===== src/pkg/wdt_defines.svh =====
`ifndef WDT_DEFINES_SVH
`define WDT_DEFINES_SVH

// register addresses on the special-function bus
`define WDT_CTRL_ADDR        8'hA7
`define WDT_FEED_ADDR        8'hA6
`define WDT_IRQ_STAT_ADDR    8'hA8
`define WDT_IRQ_MASK_ADDR    8'hA9

// control register field positions
`define WDT_OVF_BIT          5
`define WDT_RUN_BIT          4
`define WDT_CLKSEL_BIT       3
`define WDT_RATE_MSB         2
`define WDT_RATE_LSB         0

// control register reset values
`define WDT_CTRL_RST_WDOG    8'h30
`define WDT_CTRL_RST_EN      8'h10
`define WDT_CTRL_RST_DIS     8'h00
`define WDT_CTRL_WMASK       8'h1F

// interrupt status and mask bit positions
`define WDT_IRQ_OVF_BIT      0
`define WDT_IRQ_FEED_BIT     1
`define WDT_IRQ_RST          8'h00

// feed sequence values
`define WDT_FEED_FIRST       8'h1E
`define WDT_FEED_SECOND      8'hE1

// timeout length for rate code zero, in count clocks
`define WDT_BASE_TIMEOUT     20'h02000

// count clock divider and init settle time
`define WDT_CPU_DIV_LAST     3'h5
`define WDT_INIT_LOAD        2'h2
`define WDT_INIT_DONE        2'h3

// internal reset pulse length
`define WDT_CLK_PERIOD_NS    8
`define WDT_RESET_PULSE_NS   1000
`define WDT_RESET_PULSE_CYC  (`WDT_RESET_PULSE_NS / `WDT_CLK_PERIOD_NS)

`endif


===== src/pkg/wdt_pkg.sv =====
package wdt_pkg;

  // one register bus request, all signals of one cycle
  typedef struct packed {
    logic       wr;
    logic       rd;
    logic [7:0] addr;
    logic [7:0] wdata;
  } reg_req_s;

  // sequencing around a watchdog expiry
  typedef enum logic [1:0] {
    st_idle,
    st_reset,
    st_wait_osc
  } wdt_state_e;

endpackage : wdt_pkg


===== src/core/count_tick_gen.sv =====
`timescale 1ns/1ps
`include "wdt_defines.svh"

module count_tick_gen (
  input  wire logic i_clk,
  input  wire logic i_reset,
  input  wire logic i_rc_osc,
  input  wire logic i_use_cpu_div,
  output logic      o_tick
);

  logic       rc_meta;
  logic       rc_sync;
  logic       rc_prev;
  logic [2:0] div;

  // rc oscillator is foreign to i_clk: two flops, then an edge stage
  always_ff @(posedge i_clk or posedge i_reset)
  begin
    if (i_reset)
    begin
      rc_meta <= 1'b0;
      rc_sync <= 1'b0;
      rc_prev <= 1'b0;
    end
    else
    begin
      rc_meta <= i_rc_osc;
      rc_sync <= rc_meta;
      rc_prev <= rc_sync;
    end
  end

  // cpu clock divided by six, free running
  always_ff @(posedge i_clk or posedge i_reset)
  begin
    if (i_reset)
      div <= 3'h0;
    else if (div == `WDT_CPU_DIV_LAST)
      div <= 3'h0;
    else
      div <= div + 3'h1;
  end

  // one tick per count clock from the selected source
  always_ff @(posedge i_clk or posedge i_reset)
  begin
    if (i_reset)
      o_tick <= 1'b0;
    else if (i_use_cpu_div)
      o_tick <= (div == `WDT_CPU_DIV_LAST);
    else
      o_tick <= rc_sync & ~rc_prev;
  end

endmodule : count_tick_gen


===== src/core/reset_pulse_gen.sv =====
`timescale 1ns/1ps
`include "wdt_defines.svh"

module reset_pulse_gen (
  input  wire logic i_clk,
  input  wire logic i_reset,
  input  wire logic i_start,
  output logic      o_pulse,
  output logic      o_done
);

  localparam logic [7:0] PULSE_LAST = 8'(`WDT_RESET_PULSE_CYC - 1);

  logic [7:0] cnt;

  // stretch a start strobe into a fixed-length internal reset
  always_ff @(posedge i_clk or posedge i_reset)
  begin
    if (i_reset)
    begin
      cnt     <= 8'h00;
      o_pulse <= 1'b0;
      o_done  <= 1'b0;
    end
    else
    begin
      o_done <= 1'b0;
      if (i_start && !o_pulse)
      begin
        o_pulse <= 1'b1;
        cnt     <= 8'h00;
      end
      else if (o_pulse)
      begin
        if (cnt == PULSE_LAST)
        begin
          o_pulse <= 1'b0;
          o_done  <= 1'b1;
        end
        else
          cnt <= cnt + 8'h01;
      end
    end
  end

  pulse_len_a:
    assert property (@(posedge i_clk) disable iff (i_reset)
      $rose(o_pulse) |-> o_pulse [*8])
    else $error("internal reset pulse ended too early");

endmodule : reset_pulse_gen


===== src/core/watchdog_interval_timer.sv =====
`timescale 1ns/1ps
`include "wdt_defines.svh"

// How it works
// - watchdog mode counts only from the on-chip rc oscillator; software cannot stop it
// - interval mode: overflow raises an interrupt instead of a chip reset
// - rate code selects 8192 count clocks doubled per step, up to 1048576
// - watchdog mode allows one control write after each chip reset
// - a feed is 1Eh then E1h written to the feed register
// - other activity between the two feed writes is allowed
// - a wrong feed sequence changes nothing; expiry stays as scheduled
// - watchdog expiry drives an internal reset for about one microsecond
// - expiry in power-down restarts the oscillator and holds execution until stable
// - rc edges are sampled on the cpu clock i_clk, so expiry stops if the cpu clock fails
// - any other chip reset deactivates the watchdog while it lasts
// - overflow flag sets on expiry, clears on a correct feed
// - run bit starts and stops the timer; forced on in watchdog mode
// - clock bit picks cpu clock over six or rc; forced to rc in watchdog mode
// - control resets to 30h after watchdog reset, else 10h or 00h by config
// - config enable bit at one means watchdog mode; zero keeps interval use
module watchdog_interval_timer (
  input  wire logic              i_clk,
  input  wire logic              i_reset,
  input  wire logic              i_cfg_enable,
  input  wire logic              i_rc_osc,
  input  wire logic              i_other_reset,
  input  wire logic              i_power_down,
  input  wire logic              i_osc_stable,
  input  wire wdt_pkg::reg_req_s i_req,
  output logic [7:0]             o_rdata,
  output logic                   o_irq,
  output logic                   o_chip_reset,
  output logic                   o_osc_restart,
  output logic                   o_exec_hold
);

  import wdt_pkg::*;

  logic        cfg_meta;
  logic        cfg_sync;
  logic        stab_meta;
  logic        stab_sync;
  logic [1:0]  init_cnt;
  logic        init_done;
  logic [7:0]  ctrl;
  logic        wrote_once;
  logic        feed_armed;
  logic [19:0] count;
  logic [7:0]  irq_stat;
  logic [7:0]  irq_mask;
  logic        pd_latched;
  wdt_state_e  state;
  wdt_state_e  next_state;
  logic        tick;
  logic        pulse_done;
  logic        cfg_en;
  logic        run_eff;
  logic        active;
  logic        expire;
  logic        wd_expire;
  logic        ctrl_wr;
  logic        ctrl_wr_ok;
  logic        feed_wr;
  logic        feed_ok;
  logic [7:0]  irq_set;
  logic [7:0]  read_value;

  // terminal count for a rate code, minus one so the compare hits on the last tick
  function automatic logic [19:0] timeout_last(input logic [2:0] rate);
    timeout_last = (`WDT_BASE_TIMEOUT << rate) - 20'h00001;
  endfunction : timeout_last

  // config strap and oscillator-stable come from outside i_clk
  always_ff @(posedge i_clk or posedge i_reset)
  begin
    if (i_reset)
    begin
      cfg_meta  <= 1'b0;
      cfg_sync  <= 1'b0;
      stab_meta <= 1'b0;
      stab_sync <= 1'b0;
    end
    else
    begin
      cfg_meta  <= i_cfg_enable;
      cfg_sync  <= cfg_meta;
      stab_meta <= i_osc_stable;
      stab_sync <= stab_meta;
    end
  end

  // wait for the synchronised strap before taking the reset value
  always_ff @(posedge i_clk or posedge i_reset)
  begin
    if (i_reset)
      init_cnt <= 2'h0;
    else if (init_cnt != `WDT_INIT_DONE)
      init_cnt <= init_cnt + 2'h1;
  end

  assign init_done = (init_cnt == `WDT_INIT_DONE);
  assign cfg_en    = cfg_sync;

  // mode decode: watchdog mode cannot be stopped by software
  assign run_eff   = cfg_en | ctrl[`WDT_RUN_BIT];
  assign active    = init_done && !i_other_reset && (state == st_idle);
  assign expire    = active && run_eff && tick
                     && (count >= timeout_last(ctrl[`WDT_RATE_MSB:`WDT_RATE_LSB]));
  assign wd_expire = expire && cfg_en;

  // bus decode
  assign ctrl_wr    = i_req.wr && (i_req.addr == `WDT_CTRL_ADDR);
  assign ctrl_wr_ok = ctrl_wr && (!cfg_en || !wrote_once);
  assign feed_wr    = i_req.wr && (i_req.addr == `WDT_FEED_ADDR);
  assign feed_ok    = feed_wr && feed_armed
                      && (i_req.wdata == `WDT_FEED_SECOND);

  // count clock source; the cpu divider is locked out in watchdog mode
  count_tick_gen u_tick (
    .i_clk         (i_clk),
    .i_reset       (i_reset),
    .i_rc_osc      (i_rc_osc),
    .i_use_cpu_div (ctrl[`WDT_CLKSEL_BIT] & ~cfg_en),
    .o_tick        (tick)
  );

  // fixed-length internal chip reset on watchdog expiry
  reset_pulse_gen u_pulse (
    .i_clk   (i_clk),
    .i_reset (i_reset),
    .i_start (wd_expire),
    .o_pulse (o_chip_reset),
    .o_done  (pulse_done)
  );

  // first half of the feed stays armed across unrelated bus traffic
  always_ff @(posedge i_clk or posedge i_reset)
  begin
    if (i_reset)
      feed_armed <= 1'b0;
    else if (i_other_reset || wd_expire)
      feed_armed <= 1'b0;
    else if (feed_wr)
      feed_armed <= (i_req.wdata == `WDT_FEED_FIRST);
  end

  // timeout counter: cleared by feed, expiry and foreign resets
  always_ff @(posedge i_clk or posedge i_reset)
  begin
    if (i_reset)
      count <= 20'h00000;
    else if (!init_done || i_other_reset)
      count <= 20'h00000;
    else if (feed_ok || expire)
      count <= 20'h00000;
    else if (active && run_eff && tick)
      count <= count + 20'h00001;
  end

  // control register; a wrong feed never touches it
  always_ff @(posedge i_clk or posedge i_reset)
  begin
    if (i_reset)
      ctrl <= `WDT_CTRL_RST_DIS;
    else if (init_cnt == `WDT_INIT_LOAD || i_other_reset)
      ctrl <= cfg_en ? `WDT_CTRL_RST_EN : `WDT_CTRL_RST_DIS;
    else if (wd_expire)
      ctrl <= `WDT_CTRL_RST_WDOG;
    else
    begin
      if (ctrl_wr_ok)
      begin
        ctrl[`WDT_RATE_MSB:`WDT_RATE_LSB] <= i_req.wdata[`WDT_RATE_MSB:`WDT_RATE_LSB];
        ctrl[`WDT_CLKSEL_BIT] <= i_req.wdata[`WDT_CLKSEL_BIT] & ~cfg_en;
        ctrl[`WDT_RUN_BIT]    <= i_req.wdata[`WDT_RUN_BIT] | cfg_en;
      end
      else
      begin
        // keep the forced bits honest if the strap changes under us
        ctrl[`WDT_CLKSEL_BIT] <= ctrl[`WDT_CLKSEL_BIT] & ~cfg_en;
        ctrl[`WDT_RUN_BIT]    <= ctrl[`WDT_RUN_BIT] | cfg_en;
      end
      // overflow sets on expiry; set wins over a feed in the same cycle
      if (expire)
        ctrl[`WDT_OVF_BIT] <= 1'b1;
      else if (feed_ok)
        ctrl[`WDT_OVF_BIT] <= 1'b0;
    end
  end

  // one write per reset in watchdog mode
  always_ff @(posedge i_clk or posedge i_reset)
  begin
    if (i_reset)
      wrote_once <= 1'b0;
    else if (i_other_reset || wd_expire)
      wrote_once <= 1'b0;
    else if (ctrl_wr)
      wrote_once <= 1'b1;
  end

  // interrupt events: interval overflow and accepted feed
  always_comb
  begin
    irq_set                    = `WDT_IRQ_RST;
    irq_set[`WDT_IRQ_OVF_BIT]  = expire && !cfg_en;
    irq_set[`WDT_IRQ_FEED_BIT] = feed_ok;
  end

  // sticky status, cleared by reading it; a new event beats the clear
  always_ff @(posedge i_clk or posedge i_reset)
  begin
    if (i_reset)
      irq_stat <= `WDT_IRQ_RST;
    else if (i_req.rd && i_req.addr == `WDT_IRQ_STAT_ADDR)
      irq_stat <= irq_set;
    else
      irq_stat <= irq_stat | irq_set;
  end

  // interrupt mask, software owned
  always_ff @(posedge i_clk or posedge i_reset)
  begin
    if (i_reset)
      irq_mask <= `WDT_IRQ_RST;
    else if (i_req.wr && i_req.addr == `WDT_IRQ_MASK_ADDR)
      irq_mask <= i_req.wdata & 8'h03;
  end

  // level interrupt, registered so it lags the status by one cycle
  always_ff @(posedge i_clk or posedge i_reset)
  begin
    if (i_reset)
      o_irq <= 1'b0;
    else
      o_irq <= |(irq_stat & irq_mask);
  end

  // read mux; reserved control bits always read zero
  always_comb
  begin
    case (i_req.addr)
      `WDT_CTRL_ADDR:     read_value = ctrl & `WDT_CTRL_WMASK | (ctrl & 8'h20);
      `WDT_IRQ_STAT_ADDR: read_value = irq_stat;
      `WDT_IRQ_MASK_ADDR: read_value = irq_mask;
      default:            read_value = 8'h00;
    endcase
  end

  // read data stand only in the cycle after the strobe
  always_ff @(posedge i_clk or posedge i_reset)
  begin
    if (i_reset)
      o_rdata <= 8'h00;
    else if (i_req.rd)
      o_rdata <= read_value;
    else
      o_rdata <= 8'h00;
  end

  // power-down state at expiry decides whether we wait for the oscillator
  always_ff @(posedge i_clk or posedge i_reset)
  begin
    if (i_reset)
      pd_latched <= 1'b0;
    else if (wd_expire)
      pd_latched <= i_power_down;
  end

  // expiry sequencing
  always_comb
  begin
    next_state = state;
    case (state)
      st_idle:
        if (wd_expire)
          next_state = st_reset;
      st_reset:
        if (pulse_done)
          next_state = pd_latched ? st_wait_osc : st_idle;
      st_wait_osc:
        if (stab_sync)
          next_state = st_idle;
      default:
        next_state = st_idle;
    endcase
  end

  always_ff @(posedge i_clk or posedge i_reset)
  begin
    if (i_reset)
      state <= st_idle;
    else
      state <= next_state;
  end

  // oscillator restart and execution hold are flops of the next state
  always_ff @(posedge i_clk or posedge i_reset)
  begin
    if (i_reset)
    begin
      o_osc_restart <= 1'b0;
      o_exec_hold   <= 1'b0;
    end
    else
    begin
      o_osc_restart <= (next_state == st_wait_osc);
      o_exec_hold   <= (next_state == st_wait_osc);
    end
  end

  feed_clears_cnt_a:
    assert property (@(posedge i_clk) disable iff (i_reset)
      feed_ok && !i_other_reset |=> count == 20'h00000)
    else $error("counter not cleared after a correct feed");

  run_forced_a:
    assert property (@(posedge i_clk) disable iff (i_reset)
      init_done && cfg_en && $stable(cfg_en) |=> ctrl[`WDT_RUN_BIT])
    else $error("run bit not forced on in watchdog mode");

  clk_forced_a:
    assert property (@(posedge i_clk) disable iff (i_reset)
      init_done && cfg_en && $stable(cfg_en) |=> !ctrl[`WDT_CLKSEL_BIT])
    else $error("clock select not forced to rc in watchdog mode");

  write_once_a:
    assert property (@(posedge i_clk) disable iff (i_reset)
      ctrl_wr && cfg_en && wrote_once && !i_other_reset && !wd_expire
      |=> $stable(ctrl[`WDT_RATE_MSB:`WDT_RATE_LSB]))
    else $error("second control write took effect in watchdog mode");

  wd_reset_out_a:
    assert property (@(posedge i_clk) disable iff (i_reset)
      wd_expire |=> o_chip_reset ##1 ctrl == `WDT_CTRL_RST_WDOG || i_other_reset)
    else $error("watchdog expiry did not start the internal reset");

  interval_no_reset_a:
    assert property (@(posedge i_clk) disable iff (i_reset)
      expire && !cfg_en |=> !o_chip_reset ##1 irq_stat[`WDT_IRQ_OVF_BIT])
    else $error("interval overflow reset the chip or missed its interrupt");

  ovf_on_expire_a:
    assert property (@(posedge i_clk) disable iff (i_reset)
      expire && !i_other_reset |=> ctrl[`WDT_OVF_BIT])
    else $error("overflow flag not set on expiry");

  stopped_holds_a:
    assert property (@(posedge i_clk) disable iff (i_reset)
      init_done && !run_eff && !feed_ok && !i_other_reset |=> $stable(count))
    else $error("stopped timer kept counting");

  other_reset_a:
    assert property (@(posedge i_clk) disable iff (i_reset)
      i_other_reset |=> count == 20'h00000 && !o_chip_reset[*1])
    else $error("watchdog active during a foreign reset");

  bad_feed_a:
    assert property (@(posedge i_clk) disable iff (i_reset)
      feed_wr && i_req.wdata != `WDT_FEED_FIRST && !feed_ok && !i_other_reset
      && !expire && active && run_eff && tick |=> count == $past(count) + 20'h00001)
    else $error("wrong feed disturbed the counter");

  pd_wait_a:
    assert property (@(posedge i_clk) disable iff (i_reset)
      state == st_reset && pulse_done && pd_latched && !stab_sync
      |=> o_osc_restart && o_exec_hold)
    else $error("power-down expiry did not hold execution");

endmodule : watchdog_interval_timer


===== config.mk =====
export PLATFORM = sky130hd
export DESIGN_NAME = watchdog_interval_timer
export DESIGN_NICKNAME = d
export VERILOG_FILES = /design/src/pkg/wdt_pkg.sv /design/src/core/count_tick_gen.sv /design/src/core/reset_pulse_gen.sv /design/src/core/watchdog_interval_timer.sv
export VERILOG_INCLUDE_DIRS = /design/src /design/src/pkg
export SDC_FILE = /design/constraint.sdc
export NUM_CORES = 1
export LEC_CHECK = 0
export BUFFER_PORTS_ARGS = -buffer_cell sky130_fd_sc_hd__buf_2
export CAP_MARGIN = 25
export CORE_ASPECT_RATIO = 0.6
export CORE_UTILIZATION = 55
export CTS_BUF_LIST = sky130_fd_sc_hd__clkbuf_2
export DETAILED_ROUTE_END_ITERATION = 8
export PLACE_DENSITY_LB_ADDON = 0.08
export SYNTH_ARGS = -nofsm -noshare
export SYNTH_HDL_FRONTEND = slang
export SYNTH_SLANG_ARGS = --single-unit

===== constraint.sdc =====
create_clock -name i_clk -period 3.6 [get_ports i_clk]
set_input_delay 0.36 -clock i_clk [delete_from_list [all_inputs] [get_ports i_clk]]
set_output_delay 0.36 -clock i_clk [all_outputs]
set_load 0.05 [all_outputs]

==> flow_metrics.env, run 1 <==
export IMPL_outcome="completed"
export IMPL_post_route_drc_count=0
export IMPL_floorplan_initialDensity_pct=57.6
export IMPL_place_worst_setup_slack_ns=1.38
export IMPL_timing_critical_path_arrival_ns=2.72
export IMPL_clock_tree_buffer_depth=2
export IMPL_cts_tree="built"
export IMPL_numPlacedInstances=418
export IMPL_top_level_ports=37
export IMPL_number_of_antenna_violations_at_the_first_check_in_global_routing=0
export IMPL_synth_compound_area_share_pct=8.11
export IMPL_powerDensity_mw_per_mm2=335
export IMPL_busiest_layer="met1"
export IMPL_placement_rows=21
export IMPL_grt_use_total_pct=23.2
export IMPL_grtUsageMet1_pct=33.1
export IMPL_synth_xor_xnor_area_share_pct=6.73
export IMPL_ys_flop_type="sky130_fd_sc_hd__dfrtp_1"
export IMPL_cts_htree_levels=3
export IMPL_critical_path_class="flop to flop"
export IMPL_r2r_end="pd_latched$_DFFE_PP0P_"
export IMPL_cts_root_buf="sky130_fd_sc_hd__clkbuf_2"
export IMPL_path_depth=7
export IMPL_timing_reg2reg_setup_slack_ns=1.32
export IMPL_first_iter_violations=174
export IMPL_hold_class="primary input to flop"
export IMPL_post_route_period_util_pct=63.3
export IMPL_timing_critical_path_slowest_stage_cell="sky130_fd_sc_hd__dfrtp_1"
export IMPL_drive_above_1_share_pct=20.7
export IMPL_filler_cell_count=466
export IMPL_worst_ir_drop_vdd_uv=279
export IMPL_num_nets_final=390
export IMPL_cts_inserted_buffers=9
export IMPL_timing_final_ws_setup_ns=1.32
export IMPL_combinationalPowerShare_pct=5.5
export IMPL_globalRouteMet2Util_pct=32.4
export IMPL_timing_clock_skew_ns=0.0188
export IMPL_critical_path_buffer_and_inverter_count=0
export IMPL_total_leakage_power_nw=1.71
export IMPL_post_cts_resize_count=0
export IMPL_clk_pwr_share_pct=31.8
export IMPL_critPathCaptureType="flop"
export IMPL_io_buffers=36
export IMPL_cp_max_fo=9
export IMPL_wl_per_cell_microns=14.7
export IMPL_cp_cell_sequence="o21ai_0, ha_1, nand4_1, nor3_1, nand2_2, a21boi_4, mux2_4"
export IMPL_synth_fa_ha_area_share_pct=4.61
export IMPL_r2r_worst_path_cells=7
export IMPL_grt_start_max_net_pins=37
export IMPL_die_x_microns=101
export IMPL_power_share_sequential_pct=62.7
export IMPL_number_of_synthesized_flops_with_an_enable_pin=0
export IMPL_mappedNetlistNets=344
export IMPL_finalWorstPathRequiredPeriod_ns=2.28
export IMPL_first_global_vias=2152
export IMPL_global_route_wire_length_before_repair_mm=10.2
export IMPL_finalSetupViolations=0
export IMPL_finalCoreUtilization_pct=64.7
export IMPL_route_final_wire_length_mm=6.44
export IMPL_design_core_area_sq_mm=0.00565
export IMPL_synth_seq_cells=67
export IMPL_achievable_frequency_ghz=0.439
export IMPL_p_int_w=0.000882
export IMPL_routing_usage_on_met3_pct=7.83
export IMPL_cpLargestDelayFamily="simple AND/OR/NAND/NOR gates"
export IMPL_p_sw_share_pct=28.0
export IMPL_post_synth_inst_count=307
export IMPL_grt_remaining_overflow=0
export IMPL_yosys_mux_area_fraction_pct=3.00
export IMPL_synth_avg_cell_area_sq_um=10.6
export IMPL_path_clk_slew_ns=0.18
export IMPL_timing_max_slew_rel_slack_pct=53.8
export IMPL_detail_route_antenna_nets=0
export IMPL_yosysSeqAreaShare_pct=51.5
export IMPL_tightest_slew_ns=0.693
export IMPL_synthesis_yosys_warnings=0
export IMPL_clk_insertion_delay_late_ns=0.54
export IMPL_post_dp_hpwl_mm=4.77
export IMPL_synth_distinct_cells=58
export IMPL_setup_tns_ns=0
export IMPL_synthToLayoutAreaGrowth_pct=12.3
export IMPL_yosys_area_share_simple_pct=23.3
export IMPL_worstPathRequired_ns=4.04
export IMPL_synth_top_family_by_area="simple AND/OR/NAND/NOR gates"
export IMPL_clock_sinks=67
export IMPL_worst_r2r_startpoint="ctrl[2]$_DFFE_PP0P_"
export IMPL_timing_critical_path_from="ctrl[2]$_DFFE_PP0P_"
export IMPL_start_kind="flop"
export IMPL_total_switching_power_w=0.000343
export IMPL_vias=2358
export IMPL_fp_dieH_microns=61.6
export IMPL_drv_slew=0
export IMPL_via_per_inst=5.38
export IMPL_finalWeightedCongestion=0.815
export IMPL_critPathCapture="pd_latched$_DFFE_PP0P_"
export IMPL_die_area_sq_mm=0.00624
export IMPL_design_power_total_w=0.00122
export IMPL_detailedRoute_firstPassIterationCount=6
export IMPL_final_hold_viol_count=0
export IMPL_post_synthesis_cell_area_sq_mm=0.00325
export IMPL_stdcell_count=438
export IMPL_grt_setup_unrepaired="no"
export IMPL_max_stage_delay_ns=0.53
export IMPL_antennaDiodeCount=0
export IMPL_maxCapViolCount=0
export IMPL_synthArstFlopShare_pct=100
layout by cell type, fill, tap and decap left out, types with 2 or more instances in the layout:
cell	count
sky130_fd_sc_hd__dfrtp_1	67
sky130_fd_sc_hd__nor2_1	36
sky130_fd_sc_hd__buf_2	36
sky130_fd_sc_hd__nand2_1	25
sky130_fd_sc_hd__nor3_1	14
sky130_fd_sc_hd__nand3_1	13
sky130_fd_sc_hd__xnor2_1	13
sky130_fd_sc_hd__xor2_1	12
sky130_fd_sc_hd__ha_1	12
sky130_fd_sc_hd__nand4_1	11
sky130_fd_sc_hd__inv_1	11
sky130_fd_sc_hd__o21ai_0	9
sky130_fd_sc_hd__clkbuf_2	9
sky130_fd_sc_hd__a21oi_1	8
sky130_fd_sc_hd__mux2i_1	6
sky130_fd_sc_hd__and3_1	5
sky130_fd_sc_hd__nor4_1	4
sky130_fd_sc_hd__dlygate4sd3_1	4
sky130_fd_sc_hd__nor2b_1	3
sky130_fd_sc_hd__nand2b_1	3
sky130_fd_sc_hd__buf_4	3
sky130_fd_sc_hd__o21bai_1	2
sky130_fd_sc_hd__and2_1	2
sky130_fd_sc_hd__o31ai_1	2
sky130_fd_sc_hd__or3_1	2
sky130_fd_sc_hd__and4bb_2	2
sky130_fd_sc_hd__mux2_2	2
sky130_fd_sc_hd__a21o_1	2
sky130_fd_sc_hd__nor3b_1	2
sky130_fd_sc_hd__a32o_1	2
sky130_fd_sc_hd__clkinv_2	2
sky130_fd_sc_hd__clkinv_4	2
sky130_fd_sc_hd__inv_6	2
worst min-delay path by stage:
stage                        startpoint                     end  slack, ns  cells after the start
finish                    i_other_reset  wrote_once$_DFFE_PP0P_       0.05                      2
global route              i_other_reset  feed_armed$_DFFE_PP0P_       0.02                      2
CTS                       i_other_reset  wrote_once$_DFFE_PP0P_       0.01                      2
detailed placement  stab_meta$_DFF_PP0_     stab_sync$_DFF_PP0_       0.34                      0
global placement     cfg_meta$_DFF_PP0_        cfg_en$_DFF_PP0_       0.33                      0
floorplan            cfg_meta$_DFF_PP0_        cfg_en$_DFF_PP0_       0.33                      0
state kept, by name (all words and copies together) (netlist names), 3 cells and up:
| signal | cells |
|---|---|
| count | 20 |
| u_pulse.cnt | 8 |
| o_rdata | 7 |
| ctrl | 6 |
| u_tick.div | 3 |
cells in the mapped netlist (2+ instances only):
| cell | count | area share (%) |
|---|---|---|
| sky130_fd_sc_hd__mux2i_1 | 6 | 1.8 |
| sky130_fd_sc_hd__xor2_1 | 12 | 3.2 |
| sky130_fd_sc_hd__nand2b_1 | 3 | 0.58 |
| sky130_fd_sc_hd__o31ai_1 | 2 | 0.46 |
| sky130_fd_sc_hd__clkbuf_1 | 2 | 0.23 |
| sky130_fd_sc_hd__or3_1 | 2 | 0.38 |
| sky130_fd_sc_hd__a21oi_1 | 8 | 1.2 |
| sky130_fd_sc_hd__inv_1 | 12 | 1.4 |
| sky130_fd_sc_hd__ha_1 | 12 | 4.6 |
| sky130_fd_sc_hd__o21bai_1 | 2 | 0.46 |
| sky130_fd_sc_hd__nand4_1 | 11 | 2.1 |
| sky130_fd_sc_hd__nor4_1 | 4 | 0.77 |
| sky130_fd_sc_hd__o21ai_0 | 9 | 1.4 |
| sky130_fd_sc_hd__buf_2 | 3 | 0.46 |
| sky130_fd_sc_hd__and2_1 | 2 | 0.38 |
| sky130_fd_sc_hd__and3_1 | 5 | 0.96 |
| sky130_fd_sc_hd__nor2_1 | 36 | 4.2 |
| sky130_fd_sc_hd__nand2_1 | 25 | 2.9 |
| sky130_fd_sc_hd__xnor2_1 | 13 | 3.5 |
| sky130_fd_sc_hd__a32o_1 | 2 | 0.62 |
| sky130_fd_sc_hd__a21o_1 | 2 | 0.46 |
| sky130_fd_sc_hd__nand3_1 | 13 | 2.0 |
| sky130_fd_sc_hd__nor3b_1 | 2 | 0.46 |
| sky130_fd_sc_hd__nor2b_1 | 3 | 0.58 |
| sky130_fd_sc_hd__buf_4 | 2 | 0.46 |
| sky130_fd_sc_hd__dfrtp_1 | 67 | 52 |
| sky130_fd_sc_hd__mux2_2 | 2 | 0.69 |
| sky130_fd_sc_hd__nor3_1 | 14 | 2.2 |
| sky130_fd_sc_hd__and4bb_2 | 2 | 0.77 |
per-stage QoR:
stage / cell area (sq um) / hold WS [ns]
CTS: 3650 / 0.0127
floorplan: 3250 / 0.331
global placement: 3520 / 0.332
finish: 3650 / 0.0509
global route: 3650 / 0.0185
detailed placement: 3520 / 0.338
repair_timing:
action / in CTS / in global routing
endpoints found under the hold margin: 37 / 0
hold buffers: 4 / 0
setup buffers: 0 / 0
power groups by stage:
| stage | logic [W] | registers, W | clock network (W) |
|---|---|---|---|
| final | 0.0000672 | 0.000767 | 0.000390 |
| after global routing | 0.0000754 | 0.000769 | 0.000430 |
| after CTS | 0.0000687 | 0.000768 | 0.000407 |
| after detailed placement | 0.0000651 | 0.000781 | 0 |
| after global placement | 0.0000635 | 0.000780 | 0 |
| after floorplan | 0.0000354 | 0.000780 | 0 |
per-layer routing:
layer / routed length [microns] / up-vias
met5: 0 / -
met4: 113 / 0
met3: 362 / 14
met2: 2650 / 63
met1: 3310 / 1108
li1: - / 1173
worst register-to-register path, cell delays in order (launching register included):
cell and delay (ns):
sky130_fd_sc_hd__dfrtp_1 0.53, sky130_fd_sc_hd__o21ai_0 0.15, sky130_fd_sc_hd__ha_1 0.31, sky130_fd_sc_hd__nand4_1 0.12
sky130_fd_sc_hd__nor3_1 0.30, sky130_fd_sc_hd__nand2_2 0.16, sky130_fd_sc_hd__a21boi_4 0.29, sky130_fd_sc_hd__mux2_4 0.32
final cells by class:
class | count | area, sq um | area share, %
inverter | 12 | 45.0 | 1.23
clock inverter | 7 | 52.6 | 1.44
tap | 80 | 100 | 2.74
clock buffer | 9 | 45.0 | 1.23
multi-input combinational | 220 | 1490 | 40.8
sequential | 67 | 1680 | 45.9
timing repair buffer | 43 | 243 | 6.64
logic make-up (layout without fill, tap and decap cells):
| group | after synthesis | after routing |
|---|---|---|
| xor+xnor | 25 | 25 |
| buf+inv | 20 | 71 |
| fa+ha+maj | 12 | 12 |
| mux | 9 | 9 |
| other cells | 1 | 1 |
| flops | 67 | 67 |
| compound gates | 37 | 37 |
| simple gates | 136 | 136 |
Note: power is estimated with default switching activity, not from simulation.
==> run 2, diff against run 1 <==
- clock period: 3.6 -> 2.31 ns (I/O delays scaled with it)
==> run 2 against run 1 <==
  * Die area is the same
  * Setup slack lost 1.2 ns
  * Sequential power grew 55%
  * Count of clock-buffer cells in the layout grew 1
  * Critical endpoint is now u_pulse.cnt[0]$_DFFE_PP0P_
  * Non-clock buffer count grew 9
  * Routed wire length shrank 0.17%
==> flow_metrics.env, run 2 (synthesized netlist as in run 1, its figures left out) <==
export IMPL_timing_reg2reg_setup_slack_ns=0.16
export IMPL_cp_cell_sequence="nand3_1, ha_1, nand4_1, nor3_1, nand2_2, a21oi_2, o21ai_0"
export IMPL_r2r_end="u_pulse.cnt[0]$_DFFE_PP0P_"
export IMPL_design_core_area_sq_mm=0.00565
export IMPL_post_route_period_util_pct=93.2
export IMPL_number_of_antenna_violations_at_the_first_check_in_global_routing=0
export IMPL_hold_class="primary input to flop"
export IMPL_vias=2433
export IMPL_clk_insertion_delay_late_ns=0.51
export IMPL_grt_start_max_net_pins=42
export IMPL_layout_common_cells="sky130_fd_sc_hd__dfrtp_1, sky130_fd_sc_hd__nor2_1, sky130_fd_sc_hd__buf_2"
export IMPL_num_nets_final=399
export IMPL_powerDensity_mw_per_mm2=496
export IMPL_placement_rows=21
export IMPL_worst_r2r_startpoint="ctrl[1]$_DFFE_PP0P_"
export IMPL_die_area_sq_mm=0.00624
export IMPL_worstPathRequired_ns=2.71
export IMPL_timing_clock_skew_ns=0.0130
export IMPL_critPathCaptureType="flop"
export IMPL_cts_htree_levels=3
export IMPL_total_leakage_power_nw=1.74
export IMPL_io_buffers=36
export IMPL_max_stage_delay_ns=0.51
export IMPL_cts_tree="built"
export IMPL_synthToLayoutAreaGrowth_pct=15.2
export IMPL_min_to="ctrl[2]$_DFFE_PP0P_"
export IMPL_timing_max_slew_rel_slack_pct=61.3
export IMPL_cts_inserted_buffers=9
export IMPL_critical_path_class="flop to flop"
export IMPL_stdcell_area_sq_mm=0.00375
export IMPL_clock_tree_buffer_depth=2
export IMPL_cts_root_buf="sky130_fd_sc_hd__clkbuf_2"
export IMPL_achievable_frequency_ghz=0.465
export IMPL_power_share_sequential_pct=64.1
export IMPL_tightest_slew_ns=0.580
export IMPL_total_switching_power_w=0.000489
export IMPL_fp_dieH_microns=61.6
export IMPL_floorplan_initialDensity_pct=57.6
export IMPL_finalSetupViolations=0
export IMPL_outcome="completed"
export IMPL_top_register="count"
export IMPL_timing_critical_path_arrival_ns=2.55
export IMPL_layout_top_registers="count: 20 flops, u_pulse.cnt: 8 flops, o_rdata: 7 flops"
export IMPL_route_final_wire_length_mm=6.43
export IMPL_finalWeightedCongestion=0.789
export IMPL_placed_cell_area_sq_mm=0.00356
export IMPL_cp_max_fo=8
export IMPL_via_per_inst=5.46
export IMPL_path_clk_slew_ns=0.17
export IMPL_final_common_cell="sky130_fd_sc_hd__dfrtp_1"
export IMPL_clock_sinks=67
export IMPL_p_sw_share_pct=26.3
export IMPL_r2r_worst_path_cells=7
export IMPL_top_level_ports=37
export IMPL_clk_pwr_share_pct=29.3
export IMPL_wl_per_cell_microns=14.4
export IMPL_post_dp_hpwl_mm=4.67
export IMPL_global_route_wire_length_before_repair_mm=10.4
export IMPL_first_global_vias=2214
export IMPL_antennaDiodeCount=0
export IMPL_post_route_drc_count=0
export IMPL_grt_use_total_pct=22.9
export IMPL_grt_remaining_overflow=0
export IMPL_p_int_w=0.00137
export IMPL_detail_route_antenna_nets=0
export IMPL_timing_critical_path_slowest_stage_cell="sky130_fd_sc_hd__dfrtp_1"
export IMPL_holdPathStages=3
export IMPL_setup_tns_ns=0
export IMPL_drive_above_1_share_pct=20.5
export IMPL_finalWorstPathRequiredPeriod_ns=2.15
export IMPL_timing_critical_path_from="ctrl[1]$_DFFE_PP0P_"
export IMPL_start_kind="flop"
export IMPL_grt_setup_unrepaired="no"
export IMPL_combinationalPowerShare_pct=6.6
export IMPL_first_iter_violations=120
export IMPL_maxCapViolCount=0
export IMPL_detailedRoute_firstPassIterationCount=4
export IMPL_die_x_microns=101
export IMPL_holdCritStartpoint="i_req[2]"
export IMPL_largest_register_ffs=20
export IMPL_final_hold_viol_count=0
export IMPL_drv_slew=0
export IMPL_worst_ir_drop_vdd_uv=411
export IMPL_post_cts_setup_buffers=0
-- run 2: power by group through the flow --
stage,Combinational (W),Sequential [W],Clock (W)
CTS,0.000123,0.00119,0.000572
global placement,0.000108,0.00121,0
global route,0.000136,0.00120,0.000619
floorplan,0.0000552,0.00122,0
detailed placement,0.000110,0.00121,0
finish,0.000122,0.00119,0.000545
-- run 2: worst max-delay path, delay by kind of cell (launching register included) --
kind | cells | cell delay (ns)
and+or+nand+nor | 4 | 0.68
AOI/OAI and AO/OA | 2 | 0.52
DFF | 1 | 0.51
adders and majority gates | 1 | 0.33
-- run 2: per-layer routing --
| layer | vias to the layer above | global-route usage, % | share of wire, % |
|---|---|---|---|
| met3 | 7 | 7.15 | 4.7 |
| met2 | 60 | 32.0 | 42 |
| li1 | 1193 | - | - |
| met5 | - | 0 | 0 |
| met4 | 0 | 7.66 | 1.3 |
| met1 | 1173 | 33.7 | 52 |
-- run 2: per-stage QoR --
stage               util (%)  std cells  power (W)  setup WS, ns  hold slack [ns]
floorplan                  -        307    0.00127         0.238            0.262
global placement        62.9        420    0.00132         0.269            0.328
detailed placement      62.9        420    0.00132         0.161            0.332
CTS                     66.2        445    0.00189         0.152          0.00171
global route            66.4        446    0.00195       0.00595           0.0183
finish                  66.4        446    0.00186         0.158           0.0514
-- run 2: timing repair --
item	in CTS	in global routing
endpoints found under the setup margin	0	8
resized for setup	0	1
endpoints found under the hold margin	41	1
hold buffers	10	1
-- run 2: area by class of cell --
cell class	count	area [sq um]
Fill cell	463	1900
Sequential cell	67	1680
Multi-Input combinational cell	220	1490
Timing Repair Buffer	52	353
Tap cell	80	100
Clock buffer	10	50.0
Inverter	12	45.0
Clock inverter	5	31.3
-- run 2: worst max-delay path by stage --
stage / to / slack (ns)
floorplan: pd_latched$_DFFE_PP0P_ / 0.24
global placement: u_pulse.cnt[0]$_DFFE_PP0P_ / 0.27
finish: u_pulse.cnt[0]$_DFFE_PP0P_ / 0.16
CTS: u_pulse.cnt[0]$_DFFE_PP0P_ / 0.15
detailed placement: u_pulse.cnt[0]$_DFFE_PP0P_ / 0.16
global route: count[1]$_DFFE_PP0P_ / 0.006
==> run 3, diff against run 2 <==
- ABC_AREA: not set -> 1
==> run 3 against run 2 <==
  * Hold slack worse by 0.0027 ns
  * Power is 6.2% higher
  * Global-route usage is 0.90 points higher
  * Clock power is 19% higher
  * Combinational power is 6% higher
  * Register-to-register slack better by 0.10 ns
  * Die area is 7.1% higher
  * Critical path depth is 4 higher
  * Core utilization is 0.80 points lower
  * Cell count is 29% higher
  * Sequential share of layout area is 2.9 points lower
  * Largest power group unchanged
==> flow_metrics.env, run 3 <==
export IMPL_layout_top_registers="count: 20 flops, u_pulse.cnt: 8 flops, o_rdata: 7 flops"
export IMPL_cp_max_fo=8
export IMPL_post_route_period_util_pct=88.7
export IMPL_synth_distinct_cells=34
export IMPL_post_synthesis_cell_area_sq_mm=0.00349
export IMPL_max_stage_delay_ns=0.51
export IMPL_wl_per_cell_microns=12.8
export IMPL_io_buffers=36
export IMPL_min_to="o_rdata[0]$_DFF_PP0_"
export IMPL_post_synth_most_frequent_cells="sky130_fd_sc_hd__nand2_1, sky130_fd_sc_hd__dfrtp_1, sky130_fd_sc_hd__nor2_1, sky130_fd_sc_hd__inv_1, sky130_fd_sc_hd__nand3_1"
export IMPL_placement_rows=22
export IMPL_finalWeightedCongestion=0.893
export IMPL_stdcell_count=574
export IMPL_die_area_sq_mm=0.00668
export IMPL_detail_route_antenna_nets=0
export IMPL_achievable_frequency_ghz=0.488
export IMPL_drive_above_1_share_pct=14.3
export IMPL_multi_input_area_sq_mm=0.00156
export IMPL_yosysSeqAreaShare_pct=48.0
export IMPL_timing_reg2reg_setup_slack_ns=0.26
export IMPL_maxCapViolCount=0
export IMPL_top_register="count"
export IMPL_outcome="completed"
export IMPL_cts_htree_levels=3
export IMPL_route_final_wire_length_mm=7.34
export IMPL_finalSetupViolations=0
export IMPL_grt_start_max_net_pins=68
export IMPL_synthArstFlopShare_pct=100
export IMPL_design_core_area_sq_mm=0.00611
export IMPL_synth_fa_ha_area_share_pct=4.30
export IMPL_cp_cell_sequence="nand3_1, ha_1, nand2_1, nor2_1, inv_1, nor2_1, nand3_2, nand2_4, nand2_2, nand2_1, a21oi_1"
export IMPL_timing_critical_path_arrival_ns=2.42
export IMPL_grt_use_total_pct=23.8
export IMPL_detailedRoute_firstPassIterationCount=5
export IMPL_synthToLayoutAreaGrowth_pct=14.8
export IMPL_timing_critical_path_from="ctrl[1]$_DFFE_PP0P_"
export IMPL_yosys_area_share_simple_pct=30.3
export IMPL_antennaDiodeCount=0
export IMPL_finalWorstPathRequiredPeriod_ns=2.05
export IMPL_holdCritStartpoint="i_req[8]"
export IMPL_finalCoreUtilization_pct=65.6
export IMPL_worst_r2r_startpoint="ctrl[1]$_DFFE_PP0P_"
export IMPL_vias=2953
export IMPL_fp_dieH_microns=63.7
export IMPL_synth_top_family_by_area="simple AND/OR/NAND/NOR gates"
export IMPL_synth_most_common_cell="sky130_fd_sc_hd__nand2_1"
export IMPL_cts_inserted_buffers=9
export IMPL_synth_avg_cell_area_sq_um=8.14
export IMPL_largest_register_ffs=20
export IMPL_cts_tree="built"
export IMPL_first_iter_violations=222
export IMPL_worst_ir_drop_vdd_uv=308
export IMPL_clk_insertion_delay_late_ns=0.50
export IMPL_drv_slew=0
export IMPL_cts_root_buf="sky130_fd_sc_hd__clkbuf_2"
export IMPL_post_synth_inst_count=429
export IMPL_num_nets_final=523
export IMPL_r2r_worst_path_cells=11
export IMPL_clock_sinks=67
export IMPL_yosys_mux_area_fraction_pct=0.323
export IMPL_setup_tns_ns=0
export IMPL_die_x_microns=105
export IMPL_ranking_of_synthesized_cells_by_area="sky130_fd_sc_hd__dfrtp_1, sky130_fd_sc_hd__nand2_1, sky130_fd_sc_hd__nor2_1"
export IMPL_mappedNetlistNets=466
export IMPL_seqCellArea_sq_mm=0.00168
export IMPL_final_hold_viol_count=0
export IMPL_post_route_drc_count=0
export IMPL_start_kind="flop"
export IMPL_via_per_inst=5.14
export IMPL_ys_flop_type="sky130_fd_sc_hd__dfrtp_1"
export IMPL_critical_path_class="flop to flop"
export IMPL_grt_setup_unrepaired="no"
export IMPL_global_route_wire_length_before_repair_mm=12.1
export IMPL_holdPathStages=4
export IMPL_r2r_end="ctrl[2]$_DFFE_PP0P_"
export IMPL_timing_critical_path_slowest_stage_cell="sky130_fd_sc_hd__dfrtp_1"
export IMPL_yosysTopAreaCellShare_pct=48.0
export IMPL_floorplan_initialDensity_pct=57.1
export IMPL_number_of_antenna_violations_at_the_first_check_in_global_routing=0
export IMPL_path_clk_slew_ns=0.18
export IMPL_numPlacedInstances=546
export IMPL_hold_class="primary input to flop"
export IMPL_filler_cell_count=512
export IMPL_top_level_ports=37
export IMPL_synthesis_yosys_warnings=0
export IMPL_final_common_cell="sky130_fd_sc_hd__nand2_1"
export IMPL_synth_seq_cells=67
export IMPL_total_leakage_power_nw=1.96
export IMPL_critPathCaptureType="flop"
export IMPL_post_dp_hpwl_mm=5.41
export IMPL_synth_largest_area_cell="sky130_fd_sc_hd__dfrtp_1"
export IMPL_powerDensity_mw_per_mm2=493
export IMPL_number_of_synthesized_flops_with_an_enable_pin=0
export IMPL_grt_remaining_overflow=0
export IMPL_worstPathRequired_ns=2.68
export IMPL_design_power_total_w=0.00198
export IMPL_synth_compound_area_share_pct=5.91
export IMPL_clock_tree_buffer_depth=2
export IMPL_layout_common_cells="sky130_fd_sc_hd__nand2_1, sky130_fd_sc_hd__nor2_1, sky130_fd_sc_hd__dfrtp_1"
export IMPL_first_global_vias=2549
export IMPL_timing_clock_skew_ns=0.0389
export IMPL_synth_xor_xnor_area_share_pct=3.51
-- run 3: cell types whose count changed in the layout (fill, tap and decap cells not counted), moves of 5 or more --
cell                      change
sky130_fd_sc_hd__o22ai_1      +5
sky130_fd_sc_hd__inv_1       +44
sky130_fd_sc_hd__nor2_1      +31
sky130_fd_sc_hd__and3_1       -5
sky130_fd_sc_hd__mux2i_1      -6
sky130_fd_sc_hd__xor2_1       -7
sky130_fd_sc_hd__nand2_1     +70
sky130_fd_sc_hd__o21ai_0      +5
sky130_fd_sc_hd__nand3_1     +17
-- run 3: timing repair --
item / in CTS / in global routing
endpoints found under the setup margin: 0 / 16
resized for setup: 0 / 1
hold buffers: 9 / 4
hold endpoints to repair: 76 / 4
setup buffers: 0 / 0
-- run 3: worst max-delay path, delay by kind of cell (launching register included) --
family                   cells  cell delay (ns)
buffers and inverters        1             0.05
flip-flops                   1             0.51
AO/OA/AOI/OAI                1             0.06
adder cells (fa/ha/maj)      1             0.32
AND/OR/NAND/NOR              8             1.00
-- run 3: layer usage --
| metal | track usage, % | part of all wire, % | vias up |
|---|---|---|---|
| met4 | 6.69 | 0.91 | 0 |
| li1 | - | - | 1493 |
| met1 | 36.5 | 50 | 1355 |
| met2 | 32.8 | 42 | 96 |
| met3 | 6.11 | 6.9 | 9 |
| met5 | 0 | 0 | - |
-- run 3: stage by stage --
stage | setup slack, ns | cell area, sq um | hold slack (ns)
global route | 0.00155 | 4010 | 0.0164
detailed placement | 0.255 | 3770 | 0.332
floorplan | 0.396 | 3490 | 0.262
finish | 0.260 | 4010 | 0.0487
CTS | 0.233 | 3960 | 0.00361
global placement | 0.337 | 3770 | 0.329
-- run 3: cell families (layout without fill, tap and decap cells) --
kind of cell,after synthesis,in the layout
AND/OR/NAND/NOR,234,234
flip-flops,67,67
buffers and inverters,63,124
AO/OA/AOI/OAI,37,37
XOR/XNOR,14,14
adder cells (fa/ha/maj),12,12
other,1,1
multiplexers,1,1
-- run 3: report_power, final --
group	leakage, nW	internal (W)	switching (W)
registers	0.851	0.00119	0.00000766
clock network	0.0605	0.000236	0.000414
logic	1.04	0.0000479	0.0000810
-- run 3: how the worst max path moves through the flow --
stage                                        to  slack (ns)  cells past startpoint
final                       ctrl[2]$_DFFE_PP0P_        0.26                     11
after global routing      count[11]$_DFFE_PP0P_       0.002                     11
after CTS                 count[14]$_DFFE_PP0P_        0.23                     11
after detailed placement  count[14]$_DFFE_PP0P_        0.25                     11
after global placement     count[0]$_DFFE_PP0P_        0.34                     11
after floorplan                cfg_en$_DFF_PP0_        0.40                      1
-- run 3: cell type report --
class                           instances  area share [%]
Clock inverter                          6            1.44
Sequential cell                        67            41.8
Multi-Input combinational cell        299            38.9
Inverter                               56            5.25
Tap cell                               84            2.62
Timing Repair Buffer                   53            8.81
Clock buffer                            9            1.12
